[src/hdl/spi_defs.svh]
/*
  Register offsets, status bit positions and timing counts of the serial port.
  Assumes inclusion by bare name from the package and the port module.
*/
`ifndef SPI_DEFS_SVH
`define SPI_DEFS_SVH

// ****************************************
// Register offsets
// ****************************************
`define ADDR_DATA 2'h0
`define ADDR_CTRL 2'h1
`define ADDR_STAT 2'h2

// ****************************************
// Status and control register bits
// ****************************************
`define ST_RXF   7
`define ST_ERROR_IRQ_ENABLE 6
`define ST_OVR   5
`define ST_FLT   4
`define ST_TXE   3
`define ST_SFEN  2

// ****************************************
// Timing
// ****************************************
`define CLK_NS       4
`define SCK_HALF_NS  24
`define SCK_HALF_CYC (`SCK_HALF_NS / `CLK_NS)
`define LAST_EDGE    4'hF
`define BIT1_EDGE_P0 4'hC
`define BIT1_EDGE_P1 4'hD
`define PIN_IDLE     4'h1

`endif

[src/hdl/spi_pkg.sv]
/*
  Types shared by the serial port modules.
  Assumes the constants header sits beside it.
*/
package spi_pkg;
  `include "spi_defs.svh"

  typedef struct packed {
    logic sck;
    logic mosi;
    logic miso;
    logic ss_n;
  } pins_in_t;

  typedef struct packed {
    logic sck_out;
    logic sck_oe;
    logic mosi_out;
    logic mosi_oe;
    logic miso_out;
    logic miso_oe;
  } pins_out_t;

  typedef struct packed {
    logic rxie;
    logic master_select_bit;
    logic clock_polarity;
    logic clock_phase;
    logic pe;
    logic txie;
  } ctrl_t;

  typedef enum logic {IDLE, RUN} xfer_t;
endpackage

[src/hdl/pin_sync.sv]
/*
  Two-stage synchroniser for the serial pins.
  Assumes pins are asynchronous to clk; reset is already synchronous-released.
*/
`timescale 1ns/10ps
`include "spi_defs.svh"
module pin_sync (
  // Clock and reset
  input  wire logic             clk,
  input  wire logic             rst_n,
  // Pins
  input  wire spi_pkg::pins_in_t d,
  output spi_pkg::pins_in_t      q
);
  import spi_pkg::*;

  pins_in_t meta_q;

  // Only the second stage is visible outside
  always_ff @(posedge clk or negedge rst_n) begin
    if (!rst_n) begin
      meta_q <= `PIN_IDLE;
      q      <= `PIN_IDLE;
    end else begin
      meta_q <= d;
      q      <= meta_q;
    end
  end
endmodule

[src/hdl/spi_port.sv]
/*
  Byte-wide serial port: transmit queue, receive buffer, overrun and
  select-fault detection, master clock generation and slave edge tracking.
  Assumes a register master on clk and pins asynchronous to clk.
*/
// Overview of operation
// - Master sends queued byte right after previous
// - Tx-empty high when buffer accepts a byte
// - Data write clears tx-empty, load sets it
// - Completed byte sets rx-full; status-then-data clears
// - No new byte: previous shift value resent
// - Idle end sets tx-empty within two cycles
// - Active slave reloads only after transfer ends
// - Unread buffer at bit-1 capture sets overrun
// - Overrun blocks new bytes, keeps old one
// - Overrun clears by status then data read
// - Overrun and fault share error request
// - Master select sets pin directions
// - Fault sets only while fault enable set
// - Master select low: fault, disable, empty, reset
// - Slave deselected mid-transfer raises fault
// - Slave transfer bounds depend on phase
// - Phase 0 select-deselect faults without clocks
// - Slave fault leaves port enabled
// - Deselected slave: output off, clocks ignored
// - Fault clears by status read, control write
// - Fault leaves master select untouched
// - Tx request needs tx enable and port enable
// - Rx request ignores port enable
`timescale 1ns/10ps
`include "spi_defs.svh"
module spi_port (
  // Clock and reset
  input  wire logic              clk,
  input  wire logic              reset_n,
  // Register port
  input  wire logic [1:0]        addr,
  input  wire logic [7:0]        wdata,
  input  wire logic              wr,
  input  wire logic              rd,
  output logic      [7:0]        rdata,
  // Serial pins
  input  wire spi_pkg::pins_in_t pin_in,
  output spi_pkg::pins_out_t     pin_out,
  // Interrupt requests
  output logic                   irq_tx,
  output logic                   irq_rx_err
);
  import spi_pkg::*;

  // ****************************************
  // Reset release and pin sampling
  // ****************************************
  logic [1:0] rst_q;
  logic       rst_n;
  pins_in_t   pin_s;

  always_ff @(posedge clk or negedge reset_n) begin
    if (!reset_n) begin
      rst_q <= 2'h0;
    end else begin
      rst_q <= {rst_q[0], 1'b1};
    end
  end
  assign rst_n = rst_q[1];

  pin_sync u_sync (
    .clk   (clk),
    .rst_n (rst_n),
    .d     (pin_in),
    .q     (pin_s)
  );

  // ****************************************
  // State
  // ****************************************
  ctrl_t      ctrl_q;
  xfer_t      state_q;
  logic       error_irq_enable_q;
  logic       sfen_q;
  logic [7:0] txbuf_q;
  logic [7:0] txlast_q;
  logic [7:0] shift_q;
  logic [7:0] rx_sh_q;
  logic [7:0] rx_buf_q;
  logic [7:0] rdata_q;
  logic [3:0] cnt_q;
  logic [3:0] div_q;
  logic       txfull_q;
  logic       rx_full_q;
  logic       ovr_q;
  logic       fault_q;
  logic       rx_arm_q;
  logic       ovr_arm_q;
  logic       f_arm_q;
  logic       f_seen_q;
  logic       sck_q;
  logic       sck_p_q;
  logic       ss_p_q;
  function automatic logic sel(input logic [1:0] a);
    return addr == a;
  endfunction

  // ****************************************
  // Decode and event terms
  // ****************************************
  logic       data_wr;
  logic       data_rd;
  logic       ctrl_wr;
  logic       stat_wr;
  logic       stat_rd;
  logic       tick;
  logic       sl_edge;
  logic       ev;
  logic       samp;
  logic       comp;
  logic       bit1_ev;
  logic       din;
  logic       mcond;
  logic       mflt;
  logic       scond;
  logic       fcond;
  logic       fault_ev;
  logic       fault_clr;
  logic       load;
  logic       start;
  logic       ss_fell;
  logic [7:0] rx_next;
  logic [7:0] load_data;

  assign data_wr = wr && sel(`ADDR_DATA);
  assign data_rd = rd && sel(`ADDR_DATA);
  assign ctrl_wr = wr && sel(`ADDR_CTRL);
  assign stat_wr = wr && sel(`ADDR_STAT);
  assign stat_rd = rd && sel(`ADDR_STAT);

  assign tick    = div_q == 4'(`SCK_HALF_CYC - 1);
  // Deselected slave sees no clock edges at all
  assign sl_edge = pin_s.sck != sck_p_q && !pin_s.ss_n;
  assign ev      = ctrl_q.pe && state_q == RUN && (ctrl_q.master_select_bit ? tick : sl_edge);
  assign samp    = !cnt_q[0] ^ ctrl_q.clock_phase;
  assign comp    = ev && cnt_q == `LAST_EDGE;
  assign bit1_ev = ev && samp && cnt_q == (ctrl_q.clock_phase ? `BIT1_EDGE_P1 : `BIT1_EDGE_P0);
  assign din     = ctrl_q.master_select_bit ? pin_s.miso : pin_s.mosi;
  assign rx_next = ctrl_q.clock_phase ? {rx_sh_q[6:0], din} : rx_sh_q;
  assign ss_fell = !pin_s.ss_n && ss_p_q;

  assign mcond    = ctrl_q.pe && ctrl_q.master_select_bit && !pin_s.ss_n;
  assign mflt     = sfen_q && mcond;
  assign scond    = ctrl_q.pe && !ctrl_q.master_select_bit && state_q == RUN && pin_s.ss_n;
  assign fcond    = sfen_q && (mcond || scond);
  // Only a rising select counts, so a held-high slave faults once
  assign fault_ev = mflt || (sfen_q && scond && !ss_p_q);
  assign fault_clr = ctrl_wr && f_arm_q && !f_seen_q && !fcond;

  // Active slave may only reload at the end of its transfer
  assign load      = txfull_q && ctrl_q.pe && !mflt && (state_q == IDLE || comp);
  assign load_data = load ? txbuf_q : txlast_q;

  always_comb begin
    start = 1'b0;
    if (ctrl_q.pe && state_q == IDLE && !mflt) begin
      if (ctrl_q.master_select_bit) begin
        start = load;
      end else if (!ctrl_q.clock_phase) begin
        start = ss_fell;
      end else begin
        start = pin_s.sck != sck_p_q && !pin_s.ss_n;
      end
    end
  end

  // ****************************************
  // Control registers
  // ****************************************
  always_ff @(posedge clk or negedge rst_n) begin
    if (!rst_n) begin
      ctrl_q  <= '0;
      error_irq_enable_q <= 1'b0;
      sfen_q  <= 1'b0;
    end else begin
      if (ctrl_wr) begin
        ctrl_q <= ctrl_t'(wdata[5:0]);
      end
      // Master select bit is left alone by a fault
      if (mflt) begin
        ctrl_q.pe <= 1'b0;
      end
      if (stat_wr) begin
        error_irq_enable_q <= wdata[`ST_ERROR_IRQ_ENABLE];
        sfen_q  <= wdata[`ST_SFEN];
      end
    end
  end

  // ****************************************
  // Transmit queue
  // ****************************************
  always_ff @(posedge clk or negedge rst_n) begin
    if (!rst_n) begin
      txbuf_q  <= 8'h00;
      txlast_q <= 8'h00;
      txfull_q <= 1'b0;
    end else begin
      if (data_wr) begin
        txbuf_q <= wdata;
      end
      if (load) begin
        txlast_q <= txbuf_q;
      end
      if (!ctrl_q.pe || mflt) begin
        txfull_q <= 1'b0;
      end else if (data_wr) begin
        txfull_q <= 1'b1;
      end else if (load) begin
        txfull_q <= 1'b0;
      end
    end
  end

  // ****************************************
  // Transfer engine
  // ****************************************
  always_ff @(posedge clk or negedge rst_n) begin
    if (!rst_n) begin
      state_q <= IDLE;
      cnt_q   <= 4'h0;
      shift_q <= 8'h00;
    end else if (!ctrl_q.pe || mflt) begin
      state_q <= IDLE;
      cnt_q   <= 4'h0;
      shift_q <= 8'h00;
    end else if (state_q == IDLE) begin
      if (start) begin
        state_q <= RUN;
        shift_q <= load_data;
        cnt_q   <= (!ctrl_q.master_select_bit && ctrl_q.clock_phase) ? 4'h1 : 4'h0;
      end
    end else if (!ctrl_q.master_select_bit && !ctrl_q.clock_phase && ss_fell) begin
      cnt_q   <= 4'h0;
      shift_q <= txlast_q;
    end else if (ev) begin
      cnt_q <= cnt_q + 4'h1;
      if (comp) begin
        if (ctrl_q.master_select_bit && load) begin
          shift_q <= txbuf_q;
        end else begin
          state_q <= IDLE;
        end
      end else if (!samp && !(ctrl_q.clock_phase && cnt_q == 4'h0)) begin
        shift_q <= {shift_q[6:0], 1'b0};
      end
    end
  end

  always_ff @(posedge clk or negedge rst_n) begin
    if (!rst_n) begin
      rx_sh_q <= 8'h00;
    end else if (ev && samp) begin
      rx_sh_q <= {rx_sh_q[6:0], din};
    end
  end

  // Master clock runs only while a byte is on the wire
  always_ff @(posedge clk or negedge rst_n) begin
    if (!rst_n) begin
      div_q <= 4'h0;
      sck_q <= 1'b0;
    end else if (state_q != RUN || !ctrl_q.master_select_bit || !ctrl_q.pe) begin
      div_q <= 4'h0;
      sck_q <= ctrl_q.clock_polarity;
    end else if (tick) begin
      div_q <= 4'h0;
      sck_q <= !sck_q;
    end else begin
      div_q <= div_q + 4'h1;
    end
  end

  always_ff @(posedge clk or negedge rst_n) begin
    if (!rst_n) begin
      sck_p_q <= 1'b0;
      ss_p_q  <= 1'b1;
    end else begin
      sck_p_q <= pin_s.sck;
      ss_p_q  <= pin_s.ss_n;
    end
  end

  // ****************************************
  // Receive buffer and overrun
  // ****************************************
  always_ff @(posedge clk or negedge rst_n) begin
    if (!rst_n) begin
      rx_buf_q  <= 8'h00;
      rx_full_q <= 1'b0;
      ovr_q     <= 1'b0;
      rx_arm_q  <= 1'b0;
      ovr_arm_q <= 1'b0;
    end else begin
      if (stat_rd) begin
        rx_arm_q  <= rx_full_q;
        ovr_arm_q <= ovr_q;
      end else if (data_rd) begin
        rx_arm_q  <= 1'b0;
        ovr_arm_q <= 1'b0;
      end
      // Set wins over a clear in the same cycle
      if (comp && !ovr_q) begin
        rx_buf_q  <= rx_next;
        rx_full_q <= 1'b1;
      end else if (data_rd && rx_arm_q) begin
        rx_full_q <= 1'b0;
      end
      if (bit1_ev && rx_full_q) begin
        ovr_q <= 1'b1;
      end else if (data_rd && ovr_arm_q) begin
        ovr_q <= 1'b0;
      end
    end
  end

  // ****************************************
  // Select fault
  // ****************************************
  always_ff @(posedge clk or negedge rst_n) begin
    if (!rst_n) begin
      fault_q  <= 1'b0;
      f_arm_q  <= 1'b0;
      f_seen_q <= 1'b0;
    end else begin
      if (fault_ev) begin
        fault_q <= 1'b1;
      end else if (fault_clr) begin
        fault_q <= 1'b0;
      end
      if (stat_rd) begin
        f_arm_q  <= fault_q;
        f_seen_q <= fcond;
      end else begin
        f_seen_q <= f_seen_q || fcond;
        if (ctrl_wr) begin
          f_arm_q <= 1'b0;
        end
      end
    end
  end

  // ****************************************
  // Register reads
  // ****************************************
  function automatic logic [7:0] read_mux(input logic [1:0] a);
    logic [7:0] v;
    v = 8'h00;
    case (a)
      `ADDR_DATA: v = rx_buf_q;
      `ADDR_CTRL: v = {2'h0, ctrl_q};
      `ADDR_STAT: begin
        v[`ST_RXF]   = rx_full_q;
        v[`ST_ERROR_IRQ_ENABLE] = error_irq_enable_q;
        v[`ST_OVR]   = ovr_q;
        v[`ST_FLT]   = fault_q;
        v[`ST_TXE]   = !txfull_q;
        v[`ST_SFEN]  = sfen_q;
      end
      default: v = 8'h00;
    endcase
    return v;
  endfunction

  always_ff @(posedge clk or negedge rst_n) begin
    if (!rst_n) begin
      rdata_q <= 8'h00;
    end else begin
      rdata_q <= rd ? read_mux(addr) : 8'h00;
    end
  end
  assign rdata = rdata_q;

  // ****************************************
  // Pins and requests
  // ****************************************
  assign pin_out.sck_out  = sck_q;
  assign pin_out.sck_oe   = ctrl_q.pe && ctrl_q.master_select_bit;
  assign pin_out.mosi_out = shift_q[7];
  assign pin_out.mosi_oe  = ctrl_q.pe && ctrl_q.master_select_bit;
  assign pin_out.miso_out = shift_q[7];
  assign pin_out.miso_oe  = ctrl_q.pe && !ctrl_q.master_select_bit && !pin_s.ss_n;

  assign irq_tx     = !txfull_q && ctrl_q.txie && ctrl_q.pe;
  assign irq_rx_err = (rx_full_q && ctrl_q.rxie) || ((ovr_q || fault_q) && error_irq_enable_q);
endmodule

[config.mk]
export PLATFORM = sky130hd
export DESIGN_NAME = spi_port
export DESIGN_NICKNAME = d
export VERILOG_FILES = /design/src/hdl/spi_pkg.sv /design/src/hdl/pin_sync.sv /design/src/hdl/spi_port.sv
export VERILOG_INCLUDE_DIRS = /design/src /design/src/hdl
export SDC_FILE = /design/constraint.sdc
export NUM_CORES = 1
export LEC_CHECK = 0
export ABC_CLOCK_PERIOD_IN_PS = 5700
export BUFFER_PORTS_ARGS = -buffer_cell sky130_fd_sc_hd__buf_2
export CAP_MARGIN = 25
export CORE_ASPECT_RATIO = 1.25
export CORE_MARGIN = 2
export CORE_UTILIZATION = 45
export CTS_CLUSTER_SIZE = 10
export DETAILED_ROUTE_END_ITERATION = 8
export GPL_ROUTABILITY_DRIVEN = 0
export GPL_TIMING_DRIVEN = 0
export HOLD_SLACK_MARGIN = 0.03
export SLEW_MARGIN = 20
export SYNTH_ARGS = -nofsm -noshare
export SYNTH_HDL_FRONTEND = slang
export SYNTH_SLANG_ARGS = --single-unit
[constraint.sdc]
create_clock -name clk -period 5.7 [get_ports clk]
set_clock_uncertainty 0.15 [all_clocks]
set_input_delay 1.14 -clock clk [delete_from_list [all_inputs] [get_ports clk]]
set_output_delay 1.14 -clock clk [all_outputs]
set_load 0.01 [all_outputs]
==> out/results.tsv, run 1 <==
metric	value	unit
leakage power	0.00217	uW
Hold Buf Count CTS	0	
P per Cell Area	371	mW/mm^2
largest net degree at the start of global routing	52	
total I/O pin count	34	
Buffers on Ports	32	
root buffer cell	clkbuf_16	
flops & latches, synth	86	
drt drc	0	
synth cell count leaders	dfrtp_1, nor2_1, a21oi_1, nand2_1, inv_1	
Crit path arrival time	1.67	ns
share of the synthesized area in the top cell type	0.497	
Vias	2917	
Mapped Avg Cell Area	11.3	sq um
Starting Density	0.460	
Die ar.	0.0101	sq mm
pins over their slew limit	0	
dominant synthesized flop cell	dfrtp_1	
Yosys warning count	0	
Placed Cells	525	
Final Total Pwr	1780	uW
Layout Cells excl Fill	541	
post-CTS sizing	0	
final hold slack	0.136	ns
post-synth cell types	62	
H-tree levels	3	
first-pass GRT wire length	15300	um
vias in the first global route	3083	
Slew @ Worst Pin	0.812	ns
area grow syn2layout	14.9	%
Worst setup SP type	flip-flop	
core box area	0.00908	sq mm
Crit path max-delay family	buffers and inverters	
status	completed	
relative slew slack	0.456	
Max VDD drop	213	uV
Via-to-Cell Ratio	5.39	
Synth area leader	dfrtp_1	
RSZ-0062 raised after global routing	false	
post-synthesis sequential area ratio	0.516	
Worst Path Required	4.41	ns
Rows	39	
Post-Syn Nets	391	
count leader, synth	dfrtp_1	
CTS tree	built	
worst setup path class	reg2out	
max cap viols	0	
die width	90.2	um
worst min-delay path category	reg2async	
Synth area leaders	dfrtp_1, mux2_2, mux2i_1	
Worst-Skew Late Latency	0.34	ns
dpl hpwl	6410	um
TritonCTS Sinks	86	
Post-synth EDFFs	0	
clk slew on worst S/H paths	0.07	ns
routed length per instance	16.5	um
synthesized area	0.00418	sq mm
Post-CTS Setup Bufs	0	
worst-path fanout max	10	
crit-path cells	clkbuf_1 -> and2_1 -> buf_4 -> buf_2	
Overall Global Routing Usage	0.194	
antenna violations before repair	0	
final core utilization	0.529	
clk buf depth	2	
CTS Buf Count	9	
worst path bufs/invs	3	
Worst setup EP type	output port	
cells after synthesis	369	
die height	112	um
slowest stage delay, CP	0.47	ns
Setup TNS Final	0	ns
FFs w/ async S/R, synth	1.00	
Final min period	2.96	ns
# diodes	0	
overall routed net length	8940	um
post-route ant nets	0	
total grt overflow	0	
CP Launch Point	ctrl_q[4]	
Pre-antenna DRT Iters	4	
final worst path period share	0.519	
1st-iter DRT viols	197	
Peak Freq	0.338	GHz
final setup fails	0	
layout cells sized above 1	0.232	
Crit-path slowest cell	dfrtp_1	
Critical R2R Launch	cnt_q[0]	
Final #Nets	435	
Hold Fails Final Rpt	0	
## kinds of logic (layout without fill, tap and decap cells)
family | count (synthesis) | in the layout | synth area share
DFF | 86 | 86 | 0.516
buffers and inverters | 37 | 86 | 0.0423
and+or+nand+nor | 99 | 99 | 0.134
AOI/OAI and AO/OA | 92 | 92 | 0.159
muxes | 46 | 46 | 0.127
adders and majority gates | 4 | 4 | 0.0120
xor gates and xnor gates | 4 | 4 | 0.00839
other | 1 | 1 | 0.000898
## layer usage
| metal | wire length (um) | global-route usage | vias to the layer above |
|---|---|---|---|
| li1 | - | - | 1413 |
| met1 | 4020 | 0.242 | 1428 |
| met2 | 4380 | 0.326 | 60 |
| met3 | 310 | 0.0392 | 16 |
| met4 | 231 | 0.0903 | 0 |
| met5 | 0 | 0 | - |
## sequential cells by signal, indices dropped and copies added, names as in the netlist, 6 cells and up
register	flops
ctrl_q	6
rdata	8
rx_buf_q	8
rx_sh_q	8
shift_q	8
txbuf_q	8
txlast_q	8
## placed cells by master (no fill, tap or decap), types with 9 or more instances in the layout
cell type,synthesis,layout
clkbuf_16,0,9
o21ai_0,14,14
dfrtp_1,83,82
mux2_2,15,15
nor2_1,27,27
nand2b_1,10,10
buf_2,3,35
clkbuf_1,8,9
inv_1,17,17
mux2i_1,15,15
nand2_1,22,22
a21oi_1,22,22
## worst paths after layout
check	end	slack, ns	depth (start not counted)
max in group asynchronous	u_sync.q[0]	4.61	1
max	pin_out[4]	2.74	4
min in group clk	u_sync.q[1]	0.20	0
min	u_sync.q[1]	0.14	0
min reg2reg	u_sync.q[1]	0.14	0
max reg2reg	shift_q[4]	3.25	6
## where the power goes
group | switching [uW] | total, uW | leakage (uW) | internal [uW]
combinational | 229 | 444 | 0.000931 | 216
clock | 239 | 546 | 0.000132 | 307
sequential | 82.3 | 788 | 0.00111 | 706
## stage by stage
step | worst slack (ns) | area, sq um
global route | 2.60 | 4800
detailed placement | 2.92 | 4520
global placement | 1.98 | 4490
CTS | 2.71 | 4800
floorplan | 2.98 | 4180
finish | 2.74 | 4800
## layout make-up
class | count | area [sq um]
Fill cell | 822 | 4280
Sequential cell | 86 | 2160
Multi-Input combinational cell | 246 | 1840
Clock buffer | 11 | 243
Timing Repair Buffer | 33 | 188
Tap cell | 123 | 154
Buffer | 20 | 113
Inverter | 17 | 63.8
Clock inverter | 5 | 33.8
(Power assumes the default switching activity.)
==> run 2, diff against run 1 <==
--- a/config.mk
+++ b/config.mk
@@ -6,7 +6,7 @@
 export SDC_FILE = /design/constraint.sdc
 export NUM_CORES = 1
 export LEC_CHECK = 0
-export ABC_CLOCK_PERIOD_IN_PS = 5700
+export ABC_CLOCK_PERIOD_IN_PS = 3000
 export BUFFER_PORTS_ARGS = -buffer_cell sky130_fd_sc_hd__buf_2
 export CAP_MARGIN = 25
 export CORE_ASPECT_RATIO = 1.25
==> constraint.sdc (replaced) <==
create_clock -name clk -period 3 [get_ports clk]
set_clock_uncertainty 0.15 [all_clocks]
set_input_delay 0.6 -clock clk [delete_from_list [all_inputs] [get_ports clk]]
set_output_delay 0.6 -clock clk [all_outputs]
set_load 0.01 [all_outputs]
==> out/results.tsv, run 2 (synthesis results as in run 1) <==
metric	value	unit	change
status	completed		
root buffer cell	clkbuf_16		
Max VDD drop	406	uV	+90%
slowest stage delay, CP	0.62	ns	+0.15 ns
CTS tree	built		
R2R Setup Slk	0.56	ns	-2.69 ns
Peak Freq	0.410	GHz	
overall routed net length	8960	um	+0.31%
Vias	2951		+1.2%
Crit-path slowest cell	nor2_1		
Worst-Skew Late Latency	0.34	ns	about the same
fill count	821		-0.12%
Via-to-Cell Ratio	5.44		+0.98%
# diodes	0		unchanged
routed length per instance	16.5	um	+0.13%
worst path bufs/invs	0		-3
Die ar.	0.0101	sq mm	unchanged
worst setup path class	reg2reg		
Crit path arrival time	2.55	ns	+0.88 ns
pins over their slew limit	0		unchanged
leakage power	0.00217	uW	+0.19%
final worst path period share	0.813		
layout cells sized above 1	0.232		-0.000554
max cap viols	0		unchanged
worst-path fanout max	8		-2
CTS Buf Count	9		unchanged
H-tree levels	3		unchanged
antenna violations before repair	0		unchanged
total I/O pin count	34		unchanged
first-pass GRT wire length	15300	um	unchanged
Final min period	2.44	ns	
Final #Nets	436		+0.23%
Pre-antenna DRT Iters	4		unchanged
Slew @ Worst Pin	0.832	ns	+0.0200 ns
most frequent cells in the layout	dfrtp_1, buf_2, nor2_1		
total grt overflow	0		unchanged
Buffers on Ports	32		unchanged
RSZ-0062 raised after global routing	false		
drt drc	0		unchanged
commonest non-fill, non-tap cell in the layout	dfrtp_1		
clk slew on worst S/H paths	0.06	ns	about the same
Final WS setup	0.562	ns	-2.18 ns
final setup fails	0		unchanged
placed cell areas	0.00452	sq mm	unchanged
Final Total Pwr	3380	uW	+90%
Worst setup SP type	flip-flop		
vias in the first global route	3083		unchanged
Post-Place Worst Slack	0.628	ns	-2.30 ns
Crit path max-delay family	simple AND/OR/NAND/NOR gates		
relative slew slack	0.443		-0.0134
Finished Cell Area	0.00481	sq mm	+0.21%
Starting Density	0.460		unchanged
Hold Fails Final Rpt	0		unchanged
Rows	39		unchanged
largest net degree at the start of global routing	52		unchanged
P per Cell Area	703	mW/mm^2	+90%
worst min-delay path category	reg2async		
1st-iter DRT viols	198		+0.51%
post-route ant nets	0		unchanged
dpl hpwl	6410	um	unchanged
clk buf depth	2		unchanged
die height	112	um	unchanged
TritonCTS Sinks	86		unchanged
Worst Path Required	3.11	ns	-1.30 ns
crit-path cells	ha_1 -> nand3_1 -> nor2_1 -> nand3_4 -> a31oi_4 -> o2bb2ai_1		
die width	90.2	um	unchanged
Worst setup EP type	flip-flop		
area grow syn2layout	15.1	%	
Overall Global Routing Usage	0.194		unchanged
core box area	0.00908	sq mm	unchanged
[run 2: worst paths after layout]
| path | start | endpoint | cells past startpoint |
|---|---|---|---|
| setup / recovery | cnt_q[0] | shift_q[4] | 6 |
| hold / removal | rst_q[1] | u_sync.meta_q[3] | 0 |
| max in group asynchronous | rst_q[1] | u_sync.q[0] | 1 |
| min in group clk | u_sync.meta_q[1] | u_sync.q[1] | 0 |
| setup reg to reg | cnt_q[0] | shift_q[4] | 6 |
| hold reg to reg | rst_q[1] | u_sync.meta_q[3] | 0 |
[run 2: cell type report]
type	count	area [sq um]	area share
Buffer	20	113	0.0234
Clock inverter	5	33.8	0.00703
Tap cell	123	154	0.0320
Inverter	17	63.8	0.0133
Multi-Input combinational cell	246	1840	0.383
Clock buffer	11	243	0.0505
Sequential cell	86	2160	0.449
Timing Repair Buffer	34	198	0.0411
[run 2: stage by stage]
step                      utilization  setup TNS, ns  std cells  hold WS (ns)
after CTS                       0.530              0        542         0.156
after global routing            0.530              0        542         0.193
after global placement          0.495         -57.49        524         0.183
after detailed placement        0.498              0        525         0.154
final                           0.530              0        542         0.137
after floorplan                     -              0        369         0.154
[run 2: timing repair]
action | in CTS | in global routing
setup buffers | 0 | 0
hold buffers | 1 | 0
hold endpoints to repair | 2 | 0
resized for setup | 0 | 0
[run 2: per-layer routing]
| layer | global-route usage | vias to the layer above | part of all wire |
|---|---|---|---|
| met1 | 0.242 | 1447 | 0.44 |
| met2 | 0.326 | 72 | 0.49 |
| met4 | 0.0903 | 0 | 0.025 |
| li1 | - | 1416 | - |
| met3 | 0.0392 | 16 | 0.038 |
| met5 | 0 | - | 0 |
[run 2: report_power, final]
group	total (uW)	leakage [uW]	switching, uW	internal [uW]
registers	1500	0.00111	157	1340
logic	846	0.000935	435	411
clock network	1040	0.000132	454	583
total	3380	0.00217	1050	2340
[run 2: worst reg2reg max path, delay by kind of cell (launching register included)]
family / cells / cell delay [ns]
AO/OA/AOI/OAI: 2 / 0.50
flip-flops: 1 / 0.44
adder cells (fa/ha/maj): 1 / 0.24
AND/OR/NAND/NOR: 3 / 1.02
==> run 3, diff against run 2 <==
--- a/config.mk
+++ b/config.mk
@@ -6,7 +6,7 @@
 export SDC_FILE = /design/constraint.sdc
 export NUM_CORES = 1
 export LEC_CHECK = 0
-export ABC_CLOCK_PERIOD_IN_PS = 3000
+export ABC_CLOCK_PERIOD_IN_PS = 2300
 export BUFFER_PORTS_ARGS = -buffer_cell sky130_fd_sc_hd__buf_2
 export CAP_MARGIN = 25
 export CORE_ASPECT_RATIO = 1.25
==> constraint.sdc (replaced) <==
create_clock -name clk -period 2.3 [get_ports clk]
set_clock_uncertainty 0.15 [all_clocks]
set_input_delay 0.46 -clock clk [delete_from_list [all_inputs] [get_ports clk]]
set_output_delay 0.46 -clock clk [all_outputs]
set_load 0.01 [all_outputs]
==> out/results.tsv, run 3 (synthesis results as in run 1) <==
metric	value	unit	change
total grt overflow	0		unchanged
CTS tree	built		
dpl hpwl	6560	um	+2.2%
FF-to-FF path depth	5		-1
fill count	823		+0.24%
Worst-Skew Late Latency	0.34	ns	about the same
first-pass GRT wire length	15700	um	+2.7%
max cap viols	0		unchanged
worst min-delay path category	in2reg		
pins over their slew limit	0		unchanged
antenna violations before repair	0		unchanged
Critical R2R Launch	ctrl_q[4]		
worst-path fanout max	7		-1
Overall Global Routing Usage	0.199		+0.00484
hold path endpoint	u_sync.meta_q[0]		
layout cells sized above 1	0.247		+0.0155
root buffer cell	clkbuf_16		
Crit path arrival time	2.34	ns	-0.21 ns
Setup TNS Final	0	ns	unchanged
Vias	2979		+0.95%
Worst Hold Depth	1		
Rows	39		unchanged
Worst setup EP type	flip-flop		
P per Cell Area	936	mW/mm^2	+33%
final setup fails	0		unchanged
Starting Density	0.460		unchanged
Via-to-Cell Ratio	5.48		+0.58%
post-route ant nets	0		unchanged
largest net degree at the start of global routing	52		unchanged
H-tree levels	3		unchanged
relative slew slack	0.474		+0.0311
reg2reg end	shift_q[2]		
Buffers on Ports	32		unchanged
overall routed net length	9210	um	+2.7%
worst hold start	pin_in[0]		
Worst Path Required	2.41	ns	-0.70 ns
1st-iter DRT viols	114		-42%
die height	112	um	unchanged
worst setup path class	reg2reg		
# diodes	0		unchanged
Final Total Pwr	4570	uW	+35%
vias in the first global route	3120		+1.2%
total I/O pin count	34		unchanged
clk buf depth	2		unchanged
drt drc	0		unchanged
clk slew on worst S/H paths	0.06	ns	about the same
core box area	0.00908	sq mm	unchanged
R2R Setup Slk	0.07	ns	-0.49 ns
TritonCTS Sinks	86		unchanged
routed length per instance	16.9	um	+2.4%
CTS Buf Count	9		unchanged
most frequent cells in the layout	dfrtp_1, buf_2, nor2_1		
Peak Freq	0.449	GHz	+9.5%
commonest non-fill, non-tap cell in the layout	dfrtp_1		
Final #Nets	438		+0.46%
die width	90.2	um	unchanged
Slew @ Worst Pin	0.786	ns	-0.0465 ns
Die ar.	0.0101	sq mm	unchanged
area grow syn2layout	16.8	%	
leakage power	0.00222	uW	+1.9%
final worst path period share	0.968		+0.156
Pre-antenna DRT Iters	4		unchanged
Hold Fails Final Rpt	0		unchanged
Worst setup SP type	flip-flop		
status	completed		
Max VDD drop	578	uV	+42%
Final min period	2.23	ns	-0.211 ns
run 3: changes by cell type in the layout (fill, tap and decap cells not counted), sizes merged:
| cell | change |
|---|---|
| buf | +2 |
| bufinv | +1 |
| clkbuf | +2 |
| clkinvlp | -2 |
| inv | -1 |
run 3: layout make-up:
cell class,count,area [sq um],area share
clock inverter,3,43.8,0.00898
tap,123,154,0.0315
buffer,20,116,0.0239
sequential,86,2160,0.443
multi-input combinational,246,1870,0.383
clock buffer,13,260,0.0533
inverter,17,63.8,0.0131
timing repair buffer,36,213,0.0436
run 3: through the flow:
stage | util | cells | cell area (sq um) | setup WS (ns) | hold slack, ns
floorplan | - | 369 | 4180 | 0.282 | 0.0144
global placement | 0.495 | 524 | 4490 | -0.0256 | 0.0954
detailed placement | 0.498 | 525 | 4520 | -0.0766 | 0.0963
CTS | 0.533 | 542 | 4840 | 0.0285 | 0.0579
global route | 0.537 | 544 | 4880 | -0.00526 | 0.0586
finish | 0.537 | 544 | 4880 | 0.0730 | 0.0680
run 3: worst max path at each step:
stage / startpoint / endpoint / cells past startpoint
2_1_floorplan: ctrl_q[4] / txlast_q[0] / 6
3_3_place_gp: cnt_q[0] / shift_q[0] / 6
3_5_place_dp: cnt_q[0] / shift_q[1] / 6
4_1_cts: ctrl_q[1] / cnt_q[0] / 7
5_1_grt: ctrl_q[4] / txlast_q[0] / 6
6_report: ctrl_q[4] / shift_q[2] / 5
run 3: worst max-delay path: stages, from the launching register on:
cell and delay [ns]:
dfrtp_2 0.46, or2_4 0.30, o32ai_4 0.39, a21oi_2 0.20, a2111o_1 0.49, o2bb2ai_1 0.16
run 3: power by group:
group	internal, uW	switching, uW	total (uW)
combinational	543	573	1120
clock	902	586	1490
sequential	1750	211	1960
run 3: repair_timing:
item                                   in CTS  in global routing
hold buffers                                1                  0
buffers inserted                            0                  2
pin swaps                                   0                  3
endpoints found under the hold margin       2                  0
resized for setup                           2                  8
setup endpoints to repair                   9                 21
run 3: metal layers:
layer,wire (um),track usage
met1,4100,0.252
met5,0,0
met4,312,0.108
met2,4570,0.330
met3,221,0.0291
